## src/common/hbsc_pkg.sv

```systemverilog
// package: constants and types shared by both ends of the host bus port
package hbsc_pkg;
  // ----------------------------------------
  // bus geometry
  // ----------------------------------------
  localparam int ADDR_W = 22;  // word address a1..a22
  localparam int DATA_W = 16;
  // ----------------------------------------
  // address map (word addresses)
  // ----------------------------------------
  localparam logic [21:0] ROM_BASE  = 22'h000000;  // 1 mbyte = 512k words
  localparam logic [21:0] ROM_MASK  = 22'h380000;
  localparam logic [21:0] IO_BASE   = 22'h200000;  // 1 kbyte = 512 words
  localparam logic [21:0] IO_MASK   = 22'h3FFE00;
  localparam logic [21:0] REG_BASE  = 22'h27FFC0;  // internal word array
  localparam logic [21:0] REG_MASK  = 22'h3FFFF8;
  localparam int          REG_WORDS = 8;
  // ----------------------------------------
  // timing
  // ----------------------------------------
  localparam int CLK_PERIOD_NS  = 4;
  localparam int RESET_SEQ_NS   = 2000;
  localparam int RESET_SEQ_CYC  = RESET_SEQ_NS / CLK_PERIOD_NS;
  localparam int SHADOW_FETCHES = 4;     // reset fetches mapped to rom
  localparam int WDOG_NS        = 4000;
  localparam int WDOG_CYC       = WDOG_NS / CLK_PERIOD_NS;
  localparam int ACK_SLOW_CYC   = 3;
  localparam int ACK_FAST_CYC   = 1;
  localparam logic [15:0] RESET_DATA = 16'h0000;
  typedef enum logic [1:0] {HBSC_RS_RUN, HBSC_RS_SEQ} hbsc_rst_t;
  typedef enum logic [1:0] {HBSC_H_IDLE, HBSC_H_STROBE, HBSC_H_WAIT_REL} hbsc_host_t;
endpackage

```

## src/common/hbsc_if.sv

```systemverilog
// interface: the asynchronous 16-bit bus between host and device
`timescale 1ns/1ns
interface hbsc_if;
  logic [21:0] addr;
  logic [15:0] host_data;
  logic        host_data_oe;
  logic [15:0] dev_data;
  logic        dev_data_oe;
  logic        upper_byte_strobe_n;
  logic        lower_byte_strobe_n;
  logic        read_not_write;
  logic        chip_select_n;
  logic        transfer_ack_n;
  logic        transfer_ack_oe;
  logic        system_reset_out_n;
  logic        system_reset_out_oe;
  logic        halt_out_n;
  logic        halt_out_oe;
  logic        bus_fault_n;
  logic        bus_fault_oe;
  logic        irq_n;
  logic        irq_oe;
  modport device (
    input  addr, host_data, host_data_oe, upper_byte_strobe_n, lower_byte_strobe_n,
           read_not_write, chip_select_n,
    output dev_data, dev_data_oe, transfer_ack_n, transfer_ack_oe, system_reset_out_n,
           system_reset_out_oe, halt_out_n, halt_out_oe, bus_fault_n, bus_fault_oe, irq_n, irq_oe
  );
  modport host (
    output addr, host_data, host_data_oe, upper_byte_strobe_n, lower_byte_strobe_n,
           read_not_write, chip_select_n,
    input  dev_data, dev_data_oe, transfer_ack_n, transfer_ack_oe, system_reset_out_n,
           system_reset_out_oe, halt_out_n, halt_out_oe, bus_fault_n, bus_fault_oe, irq_n, irq_oe
  );
endinterface

```

## src/verilog/hbsc_device.sv

```systemverilog
// device end: host bus slave, chip selects, reset sequencer, watchdog
`timescale 1ns/1ns
module hbsc_device
  import hbsc_pkg::*;
#(
  parameter int RESET_CYCLES = RESET_SEQ_CYC,
  parameter int WDOG_CYCLES  = WDOG_CYC
)(
  input  wire logic ref_clk,
  input  wire logic resetn,
  hbsc_if.device    bus,
  input  wire logic reset_in_n,
  input  wire logic ack_advance_select,
  input  wire logic watchdog_enable,
  input  wire logic irq_request,
  input  wire logic col_strobe_bank1_n,
  input  wire logic col_strobe_bank2_n,
  output logic      rom_select_n,
  output logic      io_select_n,
  output logic      rom_shadow,
  output logic      bank1_present,
  output logic      bank2_present
);
  // ----------------------------------------
  // state
  // ----------------------------------------
  hbsc_rst_t   rst_state, next_rst_state;
  logic [31:0] rst_cnt, next_rst_cnt;
  logic [2:0]  fetch_cnt, next_fetch_cnt;
  logic        next_rom_shadow, next_bank1, next_bank2;
  logic [15:0] regs [REG_WORDS];
  logic [15:0] next_regs [REG_WORDS];
  logic [3:0]  ack_cnt, next_ack_cnt;
  logic        in_cycle, next_in_cycle;
  logic [31:0] wd_cnt, next_wd_cnt;
  logic        next_rom_sel, next_io_sel, next_ack_n, next_ack_oe;
  logic [15:0] next_dout;
  logic        next_dout_oe, next_fault_oe, next_irq_oe, next_rst_oe;
  logic        strobe, hit_rom, hit_io, hit_reg, seq;
  logic [2:0]  ridx;

  assign strobe  = !bus.upper_byte_strobe_n || !bus.lower_byte_strobe_n;
  assign hit_rom = ((bus.addr & ROM_MASK) == ROM_BASE) || rom_shadow;
  assign hit_io  = (bus.addr & IO_MASK) == IO_BASE;
  assign hit_reg = (bus.addr & REG_MASK) == REG_BASE;
  assign ridx    = bus.addr[2:0];
  assign seq     = rst_state == HBSC_RS_SEQ;

  // ----------------------------------------
  // reset sequencer
  // ----------------------------------------
  always_comb
  begin
    next_rst_state  = rst_state;
    next_rst_cnt    = rst_cnt;
    next_fetch_cnt  = fetch_cnt;
    next_rom_shadow = rom_shadow;
    next_bank1      = bank1_present;
    next_bank2      = bank2_present;
    next_rst_oe     = seq;
    unique case (rst_state)
      HBSC_RS_RUN:
      begin
        if (!reset_in_n)
        begin
          next_rst_state  = HBSC_RS_SEQ;
          next_rst_cnt    = '0;
          next_fetch_cnt  = '0;
          next_rom_shadow = 1'b1;
        end
        // shadow ends after the reset fetches complete; a new reset request wins
        else if (rom_shadow && in_cycle && !strobe)
        begin
          next_fetch_cnt = fetch_cnt + 3'h1;
          if (fetch_cnt == 3'(SHADOW_FETCHES - 1))
            next_rom_shadow = 1'b0;
        end
      end
      HBSC_RS_SEQ:
      begin
        next_bank1 = col_strobe_bank1_n;
        next_bank2 = col_strobe_bank2_n;
        if (!reset_in_n)
          next_rst_cnt = '0;
        else if (rst_cnt == 32'(RESET_CYCLES - 1))
          next_rst_state = HBSC_RS_RUN;
        else
          next_rst_cnt = rst_cnt + 32'h1;
      end
      default: next_rst_state = HBSC_RS_SEQ;
    endcase
  end

  always_ff @(posedge ref_clk or negedge resetn)
  begin
    if (!resetn)
    begin
      rst_state  <= HBSC_RS_SEQ;
      rst_cnt    <= '0;
      fetch_cnt  <= '0;
      rom_shadow <= 1'b1;
      bank1_present <= 1'b0;
      bank2_present <= 1'b0;
      bus.system_reset_out_oe <= 1'b1;
      bus.halt_out_oe         <= 1'b1;
    end
    else
    begin
      rst_state  <= next_rst_state;
      rst_cnt    <= next_rst_cnt;
      fetch_cnt  <= next_fetch_cnt;
      rom_shadow <= next_rom_shadow;
      bank1_present <= next_bank1;
      bank2_present <= next_bank2;
      bus.system_reset_out_oe <= next_rst_oe;
      bus.halt_out_oe         <= next_rst_oe;
    end
  end
  // open drain: only ever pulls low
  assign bus.system_reset_out_n = 1'b0;
  assign bus.halt_out_n         = 1'b0;
  assign bus.bus_fault_n        = 1'b0;
  assign bus.irq_n              = 1'b0;

  // ----------------------------------------
  // bus cycle, selects, watchdog
  // ----------------------------------------
  always_comb
  begin
    next_in_cycle = in_cycle;
    next_ack_cnt  = ack_cnt;
    next_ack_n    = bus.transfer_ack_n;
    next_ack_oe   = bus.transfer_ack_oe;
    next_dout     = bus.dev_data;
    next_dout_oe  = 1'b0;
    next_wd_cnt   = '0;
    next_fault_oe = 1'b0;
    for (int i = 0; i < REG_WORDS; i++)
      next_regs[i] = regs[i];
    next_rom_sel = !(hit_rom && strobe && !bus.chip_select_n);
    next_io_sel  = !(hit_io && strobe && !bus.chip_select_n);
    next_irq_oe  = irq_request;
    // counts during the sequence too: nobody answers a strobe then
    if (strobe && watchdog_enable)
    begin
      next_wd_cnt = wd_cnt;
      if (wd_cnt == 32'(WDOG_CYCLES - 1))
        next_fault_oe = 1'b1;
      else
        next_wd_cnt = wd_cnt + 32'h1;
    end
    if (!strobe)
    begin
      next_in_cycle = 1'b0;
      next_ack_n    = 1'b1;
      next_ack_oe   = 1'b0;
      next_ack_cnt  = '0;
    end
    else if (!bus.chip_select_n && !seq && !in_cycle)
    begin
      if (ack_cnt == (ack_advance_select ? 4'(ACK_FAST_CYC) : 4'(ACK_SLOW_CYC)))
      begin
        next_in_cycle = 1'b1;
        next_ack_n    = 1'b0;
        next_ack_oe   = 1'b1;
        if (!bus.read_not_write && hit_reg)
        begin
          if (!bus.upper_byte_strobe_n)
            next_regs[ridx][15:8] = bus.host_data[15:8];
          if (!bus.lower_byte_strobe_n)
            next_regs[ridx][7:0] = bus.host_data[7:0];
        end
      end
      else
        next_ack_cnt = ack_cnt + 4'h1;
    end
    if (strobe && bus.read_not_write && !bus.chip_select_n && !seq)
    begin
      next_dout_oe = 1'b1;
      next_dout    = 16'h0000;
      if (hit_reg)
      begin
        if (!bus.upper_byte_strobe_n)
          next_dout[15:8] = regs[ridx][15:8];
        if (!bus.lower_byte_strobe_n)
          next_dout[7:0] = regs[ridx][7:0];
      end
    end
  end

  always_ff @(posedge ref_clk or negedge resetn)
  begin
    if (!resetn)
    begin
      in_cycle  <= 1'b0;
      ack_cnt   <= '0;
      wd_cnt    <= '0;
      for (int i = 0; i < REG_WORDS; i++)
        regs[i] <= RESET_DATA;
      rom_select_n        <= 1'b1;
      io_select_n         <= 1'b1;
      bus.transfer_ack_n  <= 1'b1;
      bus.transfer_ack_oe <= 1'b0;
      bus.dev_data        <= RESET_DATA;
      bus.dev_data_oe     <= 1'b0;
      bus.bus_fault_oe    <= 1'b0;
      bus.irq_oe          <= 1'b0;
    end
    else
    begin
      in_cycle  <= next_in_cycle;
      ack_cnt   <= next_ack_cnt;
      wd_cnt    <= next_wd_cnt;
      for (int i = 0; i < REG_WORDS; i++)
        regs[i] <= next_regs[i];
      rom_select_n        <= next_rom_sel;
      io_select_n         <= next_io_sel;
      bus.transfer_ack_n  <= next_ack_n;
      bus.transfer_ack_oe <= next_ack_oe;
      bus.dev_data        <= next_dout;
      bus.dev_data_oe     <= next_dout_oe;
      bus.bus_fault_oe    <= next_fault_oe;
      bus.irq_oe          <= next_irq_oe;
    end
  end
endmodule // hbsc_device

```

## src/flat_wrapper.sv

```systemverilog
// flat-port wrapper written by rule: the top's interface ports become plain ports
module hbsc_device_flat import hbsc_pkg::*;
#(
  parameter int RESET_CYCLES = RESET_SEQ_CYC,
  parameter int WDOG_CYCLES  = WDOG_CYC
)
  (ref_clk, resetn, reset_in_n, ack_advance_select, watchdog_enable, irq_request, col_strobe_bank1_n, col_strobe_bank2_n, rom_select_n, io_select_n, rom_shadow, bank1_present, bank2_present, bus_addr, bus_host_data, bus_host_data_oe, bus_upper_byte_strobe_n, bus_lower_byte_strobe_n, bus_read_not_write, bus_chip_select_n, bus_dev_data, bus_dev_data_oe, bus_transfer_ack_n, bus_transfer_ack_oe, bus_system_reset_out_n, bus_system_reset_out_oe, bus_halt_out_n, bus_halt_out_oe, bus_bus_fault_n, bus_bus_fault_oe, bus_irq_n, bus_irq_oe);
  hbsc_if bus_i ();
  input  wire logic ref_clk;
  input  wire logic resetn;
  input  wire logic reset_in_n;
  input  wire logic ack_advance_select;
  input  wire logic watchdog_enable;
  input  wire logic irq_request;
  input  wire logic col_strobe_bank1_n;
  input  wire logic col_strobe_bank2_n;
  output logic rom_select_n;
  output logic io_select_n;
  output logic rom_shadow;
  output logic bank1_present;
  output logic bank2_present;
  input wire logic [$bits(bus_i.addr)-1:0] bus_addr;
  input wire logic [$bits(bus_i.host_data)-1:0] bus_host_data;
  input wire logic [$bits(bus_i.host_data_oe)-1:0] bus_host_data_oe;
  input wire logic [$bits(bus_i.upper_byte_strobe_n)-1:0] bus_upper_byte_strobe_n;
  input wire logic [$bits(bus_i.lower_byte_strobe_n)-1:0] bus_lower_byte_strobe_n;
  input wire logic [$bits(bus_i.read_not_write)-1:0] bus_read_not_write;
  input wire logic [$bits(bus_i.chip_select_n)-1:0] bus_chip_select_n;
  output wire logic [$bits(bus_i.dev_data)-1:0] bus_dev_data;
  output wire logic [$bits(bus_i.dev_data_oe)-1:0] bus_dev_data_oe;
  output wire logic [$bits(bus_i.transfer_ack_n)-1:0] bus_transfer_ack_n;
  output wire logic [$bits(bus_i.transfer_ack_oe)-1:0] bus_transfer_ack_oe;
  output wire logic [$bits(bus_i.system_reset_out_n)-1:0] bus_system_reset_out_n;
  output wire logic [$bits(bus_i.system_reset_out_oe)-1:0] bus_system_reset_out_oe;
  output wire logic [$bits(bus_i.halt_out_n)-1:0] bus_halt_out_n;
  output wire logic [$bits(bus_i.halt_out_oe)-1:0] bus_halt_out_oe;
  output wire logic [$bits(bus_i.bus_fault_n)-1:0] bus_bus_fault_n;
  output wire logic [$bits(bus_i.bus_fault_oe)-1:0] bus_bus_fault_oe;
  output wire logic [$bits(bus_i.irq_n)-1:0] bus_irq_n;
  output wire logic [$bits(bus_i.irq_oe)-1:0] bus_irq_oe;
  assign bus_i.addr = bus_addr;
  assign bus_i.host_data = bus_host_data;
  assign bus_i.host_data_oe = bus_host_data_oe;
  assign bus_i.upper_byte_strobe_n = bus_upper_byte_strobe_n;
  assign bus_i.lower_byte_strobe_n = bus_lower_byte_strobe_n;
  assign bus_i.read_not_write = bus_read_not_write;
  assign bus_i.chip_select_n = bus_chip_select_n;
  assign bus_dev_data = bus_i.dev_data;
  assign bus_dev_data_oe = bus_i.dev_data_oe;
  assign bus_transfer_ack_n = bus_i.transfer_ack_n;
  assign bus_transfer_ack_oe = bus_i.transfer_ack_oe;
  assign bus_system_reset_out_n = bus_i.system_reset_out_n;
  assign bus_system_reset_out_oe = bus_i.system_reset_out_oe;
  assign bus_halt_out_n = bus_i.halt_out_n;
  assign bus_halt_out_oe = bus_i.halt_out_oe;
  assign bus_bus_fault_n = bus_i.bus_fault_n;
  assign bus_bus_fault_oe = bus_i.bus_fault_oe;
  assign bus_irq_n = bus_i.irq_n;
  assign bus_irq_oe = bus_i.irq_oe;
  hbsc_device #(.RESET_CYCLES(RESET_CYCLES), .WDOG_CYCLES(WDOG_CYCLES)) u_core (.ref_clk(ref_clk), .resetn(resetn), .bus(bus_i), .reset_in_n(reset_in_n), .ack_advance_select(ack_advance_select), .watchdog_enable(watchdog_enable), .irq_request(irq_request), .col_strobe_bank1_n(col_strobe_bank1_n), .col_strobe_bank2_n(col_strobe_bank2_n), .rom_select_n(rom_select_n), .io_select_n(io_select_n), .rom_shadow(rom_shadow), .bank1_present(bank1_present), .bank2_present(bank2_present));
endmodule
```

## config.mk

```make
export PLATFORM = sky130hd
export DESIGN_NAME = hbsc_device_flat
export DESIGN_NICKNAME = d
export VERILOG_FILES = /design/src/common/hbsc_pkg.sv /design/src/common/hbsc_if.sv /design/src/verilog/hbsc_device.sv /design/src/flat_wrapper.sv
export SDC_FILE = /design/constraint.sdc
export NUM_CORES = 1
export LEC_CHECK = 0
export BUFFER_PORTS_ARGS = -buffer_cell sky130_fd_sc_hd__buf_2
export CAP_MARGIN = 20
export CORE_AREA = 3 3 139 141
export CTS_BUF_LIST = sky130_fd_sc_hd__clkbuf_4
export DETAILED_ROUTE_END_ITERATION = 16
export DIE_AREA = 0 0 142 144
export GPL_TIMING_DRIVEN = 0
export HOLD_SLACK_MARGIN = 0.06
export PLACE_DENSITY = 0.91
export SLEW_MARGIN = 20
export SYNTH_ARGS = -nofsm -noshare
export SYNTH_HDL_FRONTEND = slang
export SYNTH_SLANG_ARGS = --single-unit
```

## constraint.sdc

```tcl
create_clock -name ref_clk -period 3.2 [get_ports ref_clk]
set_input_delay 0.16 -clock ref_clk [delete_from_list [all_inputs] [get_ports ref_clk]]
set_output_delay 0.16 -clock ref_clk [all_outputs]
set_load 0.02 [all_outputs]
```

==> metrics.md, run 1 <==
| Metric | Value |
|---|---|
| Status | `finished, final reports clean` |
| GRT met2 Usage | `45.04%` |
| Total number of vias | `8172` |
| Max VDD drop | `~0.32 mV` |
| Post-place setup slack | `roughly 0.51 ns` |
| Clock buffer depth | `3` |
| Grt total ovfl | `0` |
| Combinational power share | `5.5%` |
| Fraction of registers with async set/reset | `100.0%` |
| Largest net degree at the start of global routing | `104` |
| Period utilisation layout | `85.12%` |
| FF-to-FF setup slack | `0.48 ns` |
| Initial Utilization | `between 60% and 70%` |
| Total CTS buffers | `57` |
| Worst Hold End | `u_core.bus.irq_oe$_DFF_PN0_` |
| Most used routing layer | `met2` |
| CP Data Arrival Time | `3.27 ns` |
| Worst rel slew slack | `around a third` |
| # resized after CTS | `0` |
| Die height | `144 um` |
| Initial antenna violation count | `1` |
| Placed insts | `1222` |
| Row Count | `49` |
| Postcts setup bufs | `0` |
| Worst EP required | `3.74 ns` |
| Area leader, netlist | `dfrtp_1` |
| Internal power | `0.004328 W` |
| Number of synthesis warnings | `0` |
| Met1 usage | `34.27%` |
| Worst setup path class | `flop to flop` |
| Max FO, Critical Path | `8` |
| Nets | `1140` |
| Slack of the critical path | `0.4762 ns` |
| Met3 Resource Use GR | `slightly below 6%` |
| Worst R2R Start | `u_core.ack_cnt[0]$_DFFE_PN0P_` |
| Sink Count | `227` |
| Worst Tran Pin Value | `0.9850 ns` |
| Worst setup EP type | `flop` |
| Clk slew on worst S/H paths | `0.07 ns` |
| Hold Crit Depth | `2` |
| End of the worst register-to-register path | `u_core.regs[84]$_DFFE_PN0P_` |
| Via/cell ratio | `6.035` |
| Core area | `18090 um2` |
| R2R depth | `5` |
| Distinct cell type count after synthesis | `68` |
| Switching part of the total | `roughly 24%` |
| Overall routing resource usage | `26.77%` |
| Hold_sp | `irq_request` |
| Unrepaired setup endpoints after global routing | `false` |
| Synth top area cells | `dfrtp_1, mux2_2, mux2_4, nand2_1, mux4_2` |
| Top-count cell post-synth | `dfrtp_1` |
| Skew-Pair Late Insertion Delay | `0.69 ns` |
| DRC Markers | `0` |
| Mean Syn Cell Area | `12.03 um2` |
| PD cells | `446.2 nW/um2` |
| CTS H-tree lvls | `2` |
| Width of the die | `between 100 and 150 um` |
| Sequential fraction of the synthesis area | `51.77%` |
| Setup TNS | `0 ns` |
| Drt first pass iters | `7` |
| Die Area | `20450 um2` |
| Antenna Nets Post-Route | `0` |
| Hold Path Class | `input port to flop` |
| CTS root buffer | `clkbuf_4` |
| Tmin final | `2.724 ns` |
| Maxcap violations | `0` |
| Synth cell count leaders | `dfrtp_1, mux2_2, nand2_1, nor2_1, mux2_4` |
| Total wire length | `26500 um` |
| P_sw | `0.001381 W` |
| Yosys top cell area share | `50.34%` |
| Ports | `between 80 and 90` |
| P_leak | `6.316 nW` |
| Fmax | `0.3671 GHz` |
| Commonest register cell after synthesis | `dfrtp_1` |
| Routed len/inst | `around 20 um` |
| Dpl hpwl | `between 15000 and 20000 um` |
| Final setup vio count | `0` |
| Cells after Synth | `just over 900` |
| Final Power | `approximately 0.0057 W` |
| Flop pwr share | `50.6%` |
| Fin. max-slew vios | `0` |
| Global-route wire length before repair | `43530 um` |
| Clk network pwr share | `between 40% and 50%` |
| P&R area growth vs syn | `16.44%` |
| CTS tree | `yes` |
| Final Hold Fails | `0` |
| Post-Syn Area | `10990 um2` |
| Non-Filler Instances | `1354` |
| Vias in the first global route | `8523` |
| Port Buffer Count | `75` |
| Number of flops mapped to enable cells by yosys | `0` |
| Synthesized flop and latch total | `227` |
| Skew final | `0.04237 ns` |
| Drt initial violations | `approximately 760` |
| Share of cells above drive strength 1 | `32.12%` |
| Routability congestion estimate | `0.8732` |
| Startpoint class of the critical path | `flop` |
-- timing repair --
action                                 in CTS  in global routing
endpoints found under the hold margin     379                  0
hold buffers                               32                  0
setup endpoints to repair                   0                  0
-- metal layers --
metal	share of wire [%]	vias to the layer above
met5	0	-
met4	2.7	0
met3	7.1	70
met2	49	337
met1	41	4071
li1	-	3694
-- worst max path at each step --
stage                                                 startpoint  depth (start not counted)                                  to  slack (ns)
after global routing               u_core.ack_cnt[0]$_DFFE_PN0P_                          5         u_core.regs[14]$_DFFE_PN0P_        0.21
after floorplan           u_core.bus.transfer_ack_oe$_DFFE_PN0P_                          5        u_core.regs[100]$_DFFE_PN0P_        0.93
after global placement                                    resetn                          1       u_core.rst_cnt[1]$_DFFE_PN0P_       -1.82
after CTS                          u_core.ack_cnt[0]$_DFFE_PN0P_                          5         u_core.regs[15]$_DFFE_PN0P_        0.49
final                              u_core.ack_cnt[0]$_DFFE_PN0P_                          5         u_core.regs[84]$_DFFE_PN0P_        0.48
after detailed placement                             bus_addr[0]                          8  u_core.bus.dev_data[6]$_DFFE_PN0P_        0.51
-- flip-flops by register name (all words and copies together), names as in the netlist, 3 cells and up --
| name | cells |
|---|---|
| u_core.ack_cnt | 4 |
| u_core.rst_cnt | 32 |
| u_core.bus.dev_data | 16 |
| u_core.wd_cnt | 32 |
| u_core.regs | 128 |
| u_core.fetch_cnt | 3 |
-- worst max-delay path, stage by stage (launching register included) --
cell	delay, ns
dfrtp_1	0.41
nor3b_1	0.33
nand4_1	0.43
nor4b_2	0.57
nand2_1	0.44
mux2_2	0.41
-- power by group through the flow --
stage | combinational (W) | clock (W) | sequential (W)
after detailed placement | 0.000283 | 0 | 0.00294
after CTS | 0.000317 | 0.00254 | 0.00289
final | 0.000316 | 0.00251 | 0.00289
after floorplan | 0.000110 | 0 | 0.00294
after global routing | 0.000346 | 0.00273 | 0.00289
after global placement | 0.000267 | 0 | 0.00294
-- cells in the final DEF (no fill, tap or decap), types with 9 or more instances in the layout --
master / Yosys / layout
xnor2_1: 20 / 20
a22oi_1: 10 / 10
mux2_4: 32 / 32
inv_1: 12 / 12
dlygate4sd3_1: 0 / 31
and4_1: 9 / 9
mux2_2: 110 / 110
nor3_1: 12 / 12
nor2_1: 49 / 49
mux4_2: 12 / 12
nand4_1: 20 / 20
and2_1: 30 / 30
nand3_1: 24 / 24
dfrtp_1: 221 / 221
clkinv_1: 1 / 9
mux2i_1: 18 / 18
xor2_1: 24 / 24
nor4_1: 22 / 22
nand2_1: 75 / 75
buf_2: 3 / 77
o21ai_0: 27 / 27
a21oi_1: 21 / 21
clkbuf_4: 0 / 90
clkbuf_1: 26 / 26
-- per-stage QoR --
stage                     cell area (um2)  utilization, %  hold WS, ns
after floorplan                     11000               -      -0.1356
after global placement              11660           64.47       0.2677
after detailed placement            11730           64.83      0.05744
after CTS                           12790           70.72      0.09885
after global routing                12790           70.74       0.1065
final                               12790           70.74       0.1460
-- area by class of cell --
class | instances | area (um2)
clock buffer | 90 | 675.6
clock inverter | 9 | 60.06
fill | 1185 | 5293
antenna | 1 | 2.502
tap | 229 | 286.5
timing repair buffer | 109 | 770.7
multi-input combinational | 635 | 5085
sequential | 227 | 5688
buffer | 41 | 176.4
inverter | 13 | 48.80
-- logic make-up after synthesis --
logic type                 after synthesis  share of synthesized area, %
and+or+nand+nor                        303                         15.70
DFF                                    227                         51.77
muxes                                  176                         20.16
AOI/OAI and AO/OA                      103                         6.207
buffers and inverters                   54                         2.050
xor gates and xnor gates                44                         3.508
adders and majority gates                5                        0.5694
other                                    1                       0.03413
Note: power is estimated with default switching activity, not from simulation.
==> inputs of run 2 (changes only) <==
- CORE_AREA: 3 3 139 141 -> 3 3 146 148
- DIE_AREA: 0 0 142 144 -> 0 0 149 151
- PLACE_DENSITY: 0.91 -> 0.85
==> run 2 against run 1 <==
- clock skew down 0.019 ns
- final cell count up 3.8%
- setup slack got worse by 0.079 ns
- register-to-register slack got worse by 0.08 ns
- combinational power hardly changed
- final area grew 0.84%
- largest cell class unchanged
- sequential share of layout area down 0.37 points
- largest power group unchanged
- core utilization fell by 6.8 points
- die area grew 10%
- flip-flop and latch count stayed put
- first-iteration DRC count grew 1.1%
- critical path depth is the same
==> metrics.md, run 2 (synthesis gave the netlist of run 1 again) <==
| Metric | Value |
|---|---|
| Status | `finished, final reports clean` |
| Vias in the first global route | `approximately 8400` |
| Fin util | `between 60% and 70%` |
| Initial Utilization | `54.47%` |
| Slack of the critical path | `0.3972 ns` |
| Drt first pass iters | `7` |
| Most frequent cells in the layout | `dfrtp_1, mux2_2, clkbuf_4` |
| Period utilisation layout | `87.59%` |
| Width of the die | `149 um` |
| Final Hold Fails | `0` |
| PD cells | `446.4 nW/um2` |
| Row Count | `52` |
| Worst rel slew slack | `a little under two fifths` |
| Cts hold-fix bufs | `34` |
| Post-place setup slack | `approximately 0.46 ns` |
| Max FO, Critical Path | `8` |
| Drt initial violations | `764` |
| Overall routing resource usage | `23.77%` |
| Cell area after layout | `12900 um2` |
| Worst EP required | `approximately 3.8 ns` |
| Top reg by flops | `u_core.regs` |
| Die height | `151 um` |
| Fin. max-slew vios | `0` |
| CTS tree | `yes` |
| Max VDD drop | `0.2170 mV` |
| Nets | `1144` |
| Fillers | `1509` |
| Tmin final | `approximately 2.8 ns` |
| Unrepaired setup endpoints after global routing | `false` |
| Hold Path Class | `input port to flop` |
| Placed insts | `1263` |
| Skew final | `0.02378 ns` |
| Clock buffer depth | `3` |
| CTS root buffer | `clkbuf_4` |
| Global-route wire length before repair | `42440 um` |
| Post-DP Area | `11780 um2` |
| Clk slew on worst S/H paths | `0.07 ns` |
| Sink Count | `227` |
| Startpoint class of the critical path | `flop` |
| Fmax | `0.3568 GHz` |
| Setup TNS | `0 ns` |
| Top flop regs | `u_core.regs x128, u_core.rst_cnt x32, u_core.wd_cnt x32` |
| # resized after CTS | `0` |
| Max reg flops | `128` |
| Share of cells above drive strength 1 | `32.19%` |
| Port Buffer Count | `between 70 and 80` |
| CP Data Arrival Time | `3.38 ns` |
| Final setup vio count | `0` |
| Dpl hpwl | `approximately 17000 um` |
| Core area | `just over 20000 um2` |
| Total number of vias | `between 8000 and 9000` |
| Worst Tran Pin Value | `0.9375 ns` |
| Total CTS buffers | `about 60` |
| DRC Markers | `0` |
| Die Area | `22500 um2` |
| Routability congestion estimate | `0.8418` |
| P_leak | `6.349 nW` |
| Largest net degree at the start of global routing | `94` |
| CTS H-tree lvls | `2` |
| Ports | `between 80 and 90` |
| Postcts setup bufs | `0` |
| Skew-Pair Late Insertion Delay | `0.71 ns` |
| Routed len/inst | `18.68 um` |
| Worst setup EP type | `flop` |
| P&R area growth vs syn | `17.42%` |
| Initial antenna violation count | `1` |
| Worst setup path class | `flop to flop` |
| Non-Filler Instances | `1405` |
| Most common cell after layout, fill and taps aside | `dfrtp_1` |
| Total wire length | `26250 um` |
| Via/cell ratio | `5.784` |
| Maxcap violations | `0` |
| Antenna Nets Post-Route | `0` |
| Grt total ovfl | `0` |
run 2: where the power goes:
part / internal (W) / switching (W) / total [W] / leakage, nW
Clock: 0.00137 / 0.00119 / 0.00255 / 0.464
Sequential: 0.00288 / 0.00000826 / 0.00289 / 3.14
Combinational: 0.000109 / 0.000209 / 0.000318 / 2.75
Total: 0.00435 / 0.00140 / 0.00576 / 6.35
run 2: worst paths after layout:
check | from | to | slack, ns | cells past startpoint
worst min-delay path | irq_request | u_core.bus.irq_oe$_DFF_PN0_ | 0.12 | 2
min in group asynchronous | resetn | u_core.regs[24]$_DFFE_PN0P_ | 0.57 | 4
worst max-delay path | u_core.ack_cnt[0]$_DFFE_PN0P_ | u_core.regs[84]$_DFFE_PN0P_ | 0.40 | 5
max in group asynchronous | resetn | u_core.io_select_n$_DFF_PN1_ | 2.14 | 4
worst max register to register | u_core.ack_cnt[0]$_DFFE_PN0P_ | u_core.regs[84]$_DFFE_PN0P_ | 0.40 | 5
worst min register to register | u_core.rst_state[0]$_DFFE_PN1P_ | u_core.bus.system_reset_out_oe$_DFF_PN1_ | 0.39 | 0
run 2: area by class of cell:
type | count | area [um2] | share of cell area, %
Tap cell | 270 | 337.8 | 2.619
Inverter | 13 | 48.80 | 0.3782
Sequential cell | 227 | 5688 | 44.09
Antenna cell | 1 | 2.502 | 0.01940
Timing Repair Buffer | 111 | 790.8 | 6.129
Clock inverter | 16 | 88.84 | 0.6886
Clock buffer | 91 | 683.2 | 5.295
Buffer | 41 | 176.4 | 1.367
Multi-Input combinational cell | 635 | 5085 | 39.41
run 2: metrics by stage:
step | total power (W) | hold WS [ns]
finish | 0.005760 | 0.1243
global placement | 0.003210 | 0.2684
CTS | 0.005807 | 0.08977
global route | 0.005993 | 0.1173
detailed placement | 0.003227 | 0.07627
floorplan | 0.003055 | -0.1356
run 2: critical path, stage by stage (launching register included):
cell and delay [ns]:
dfrtp_1 0.42, nor3b_1 0.33, nand4_1 0.46, nor4b_2 0.59
nand2_1 0.46, mux2_2 0.42
run 2: metal layers:
layer  track usage (%)  vias up  routed length (um)
met2             39.38      300               12870
li1                  -     3716                   -
met3             4.907       66                1798
met4             8.330        0                 587
met5                 0        -                   0
met1             31.38     4045               11000
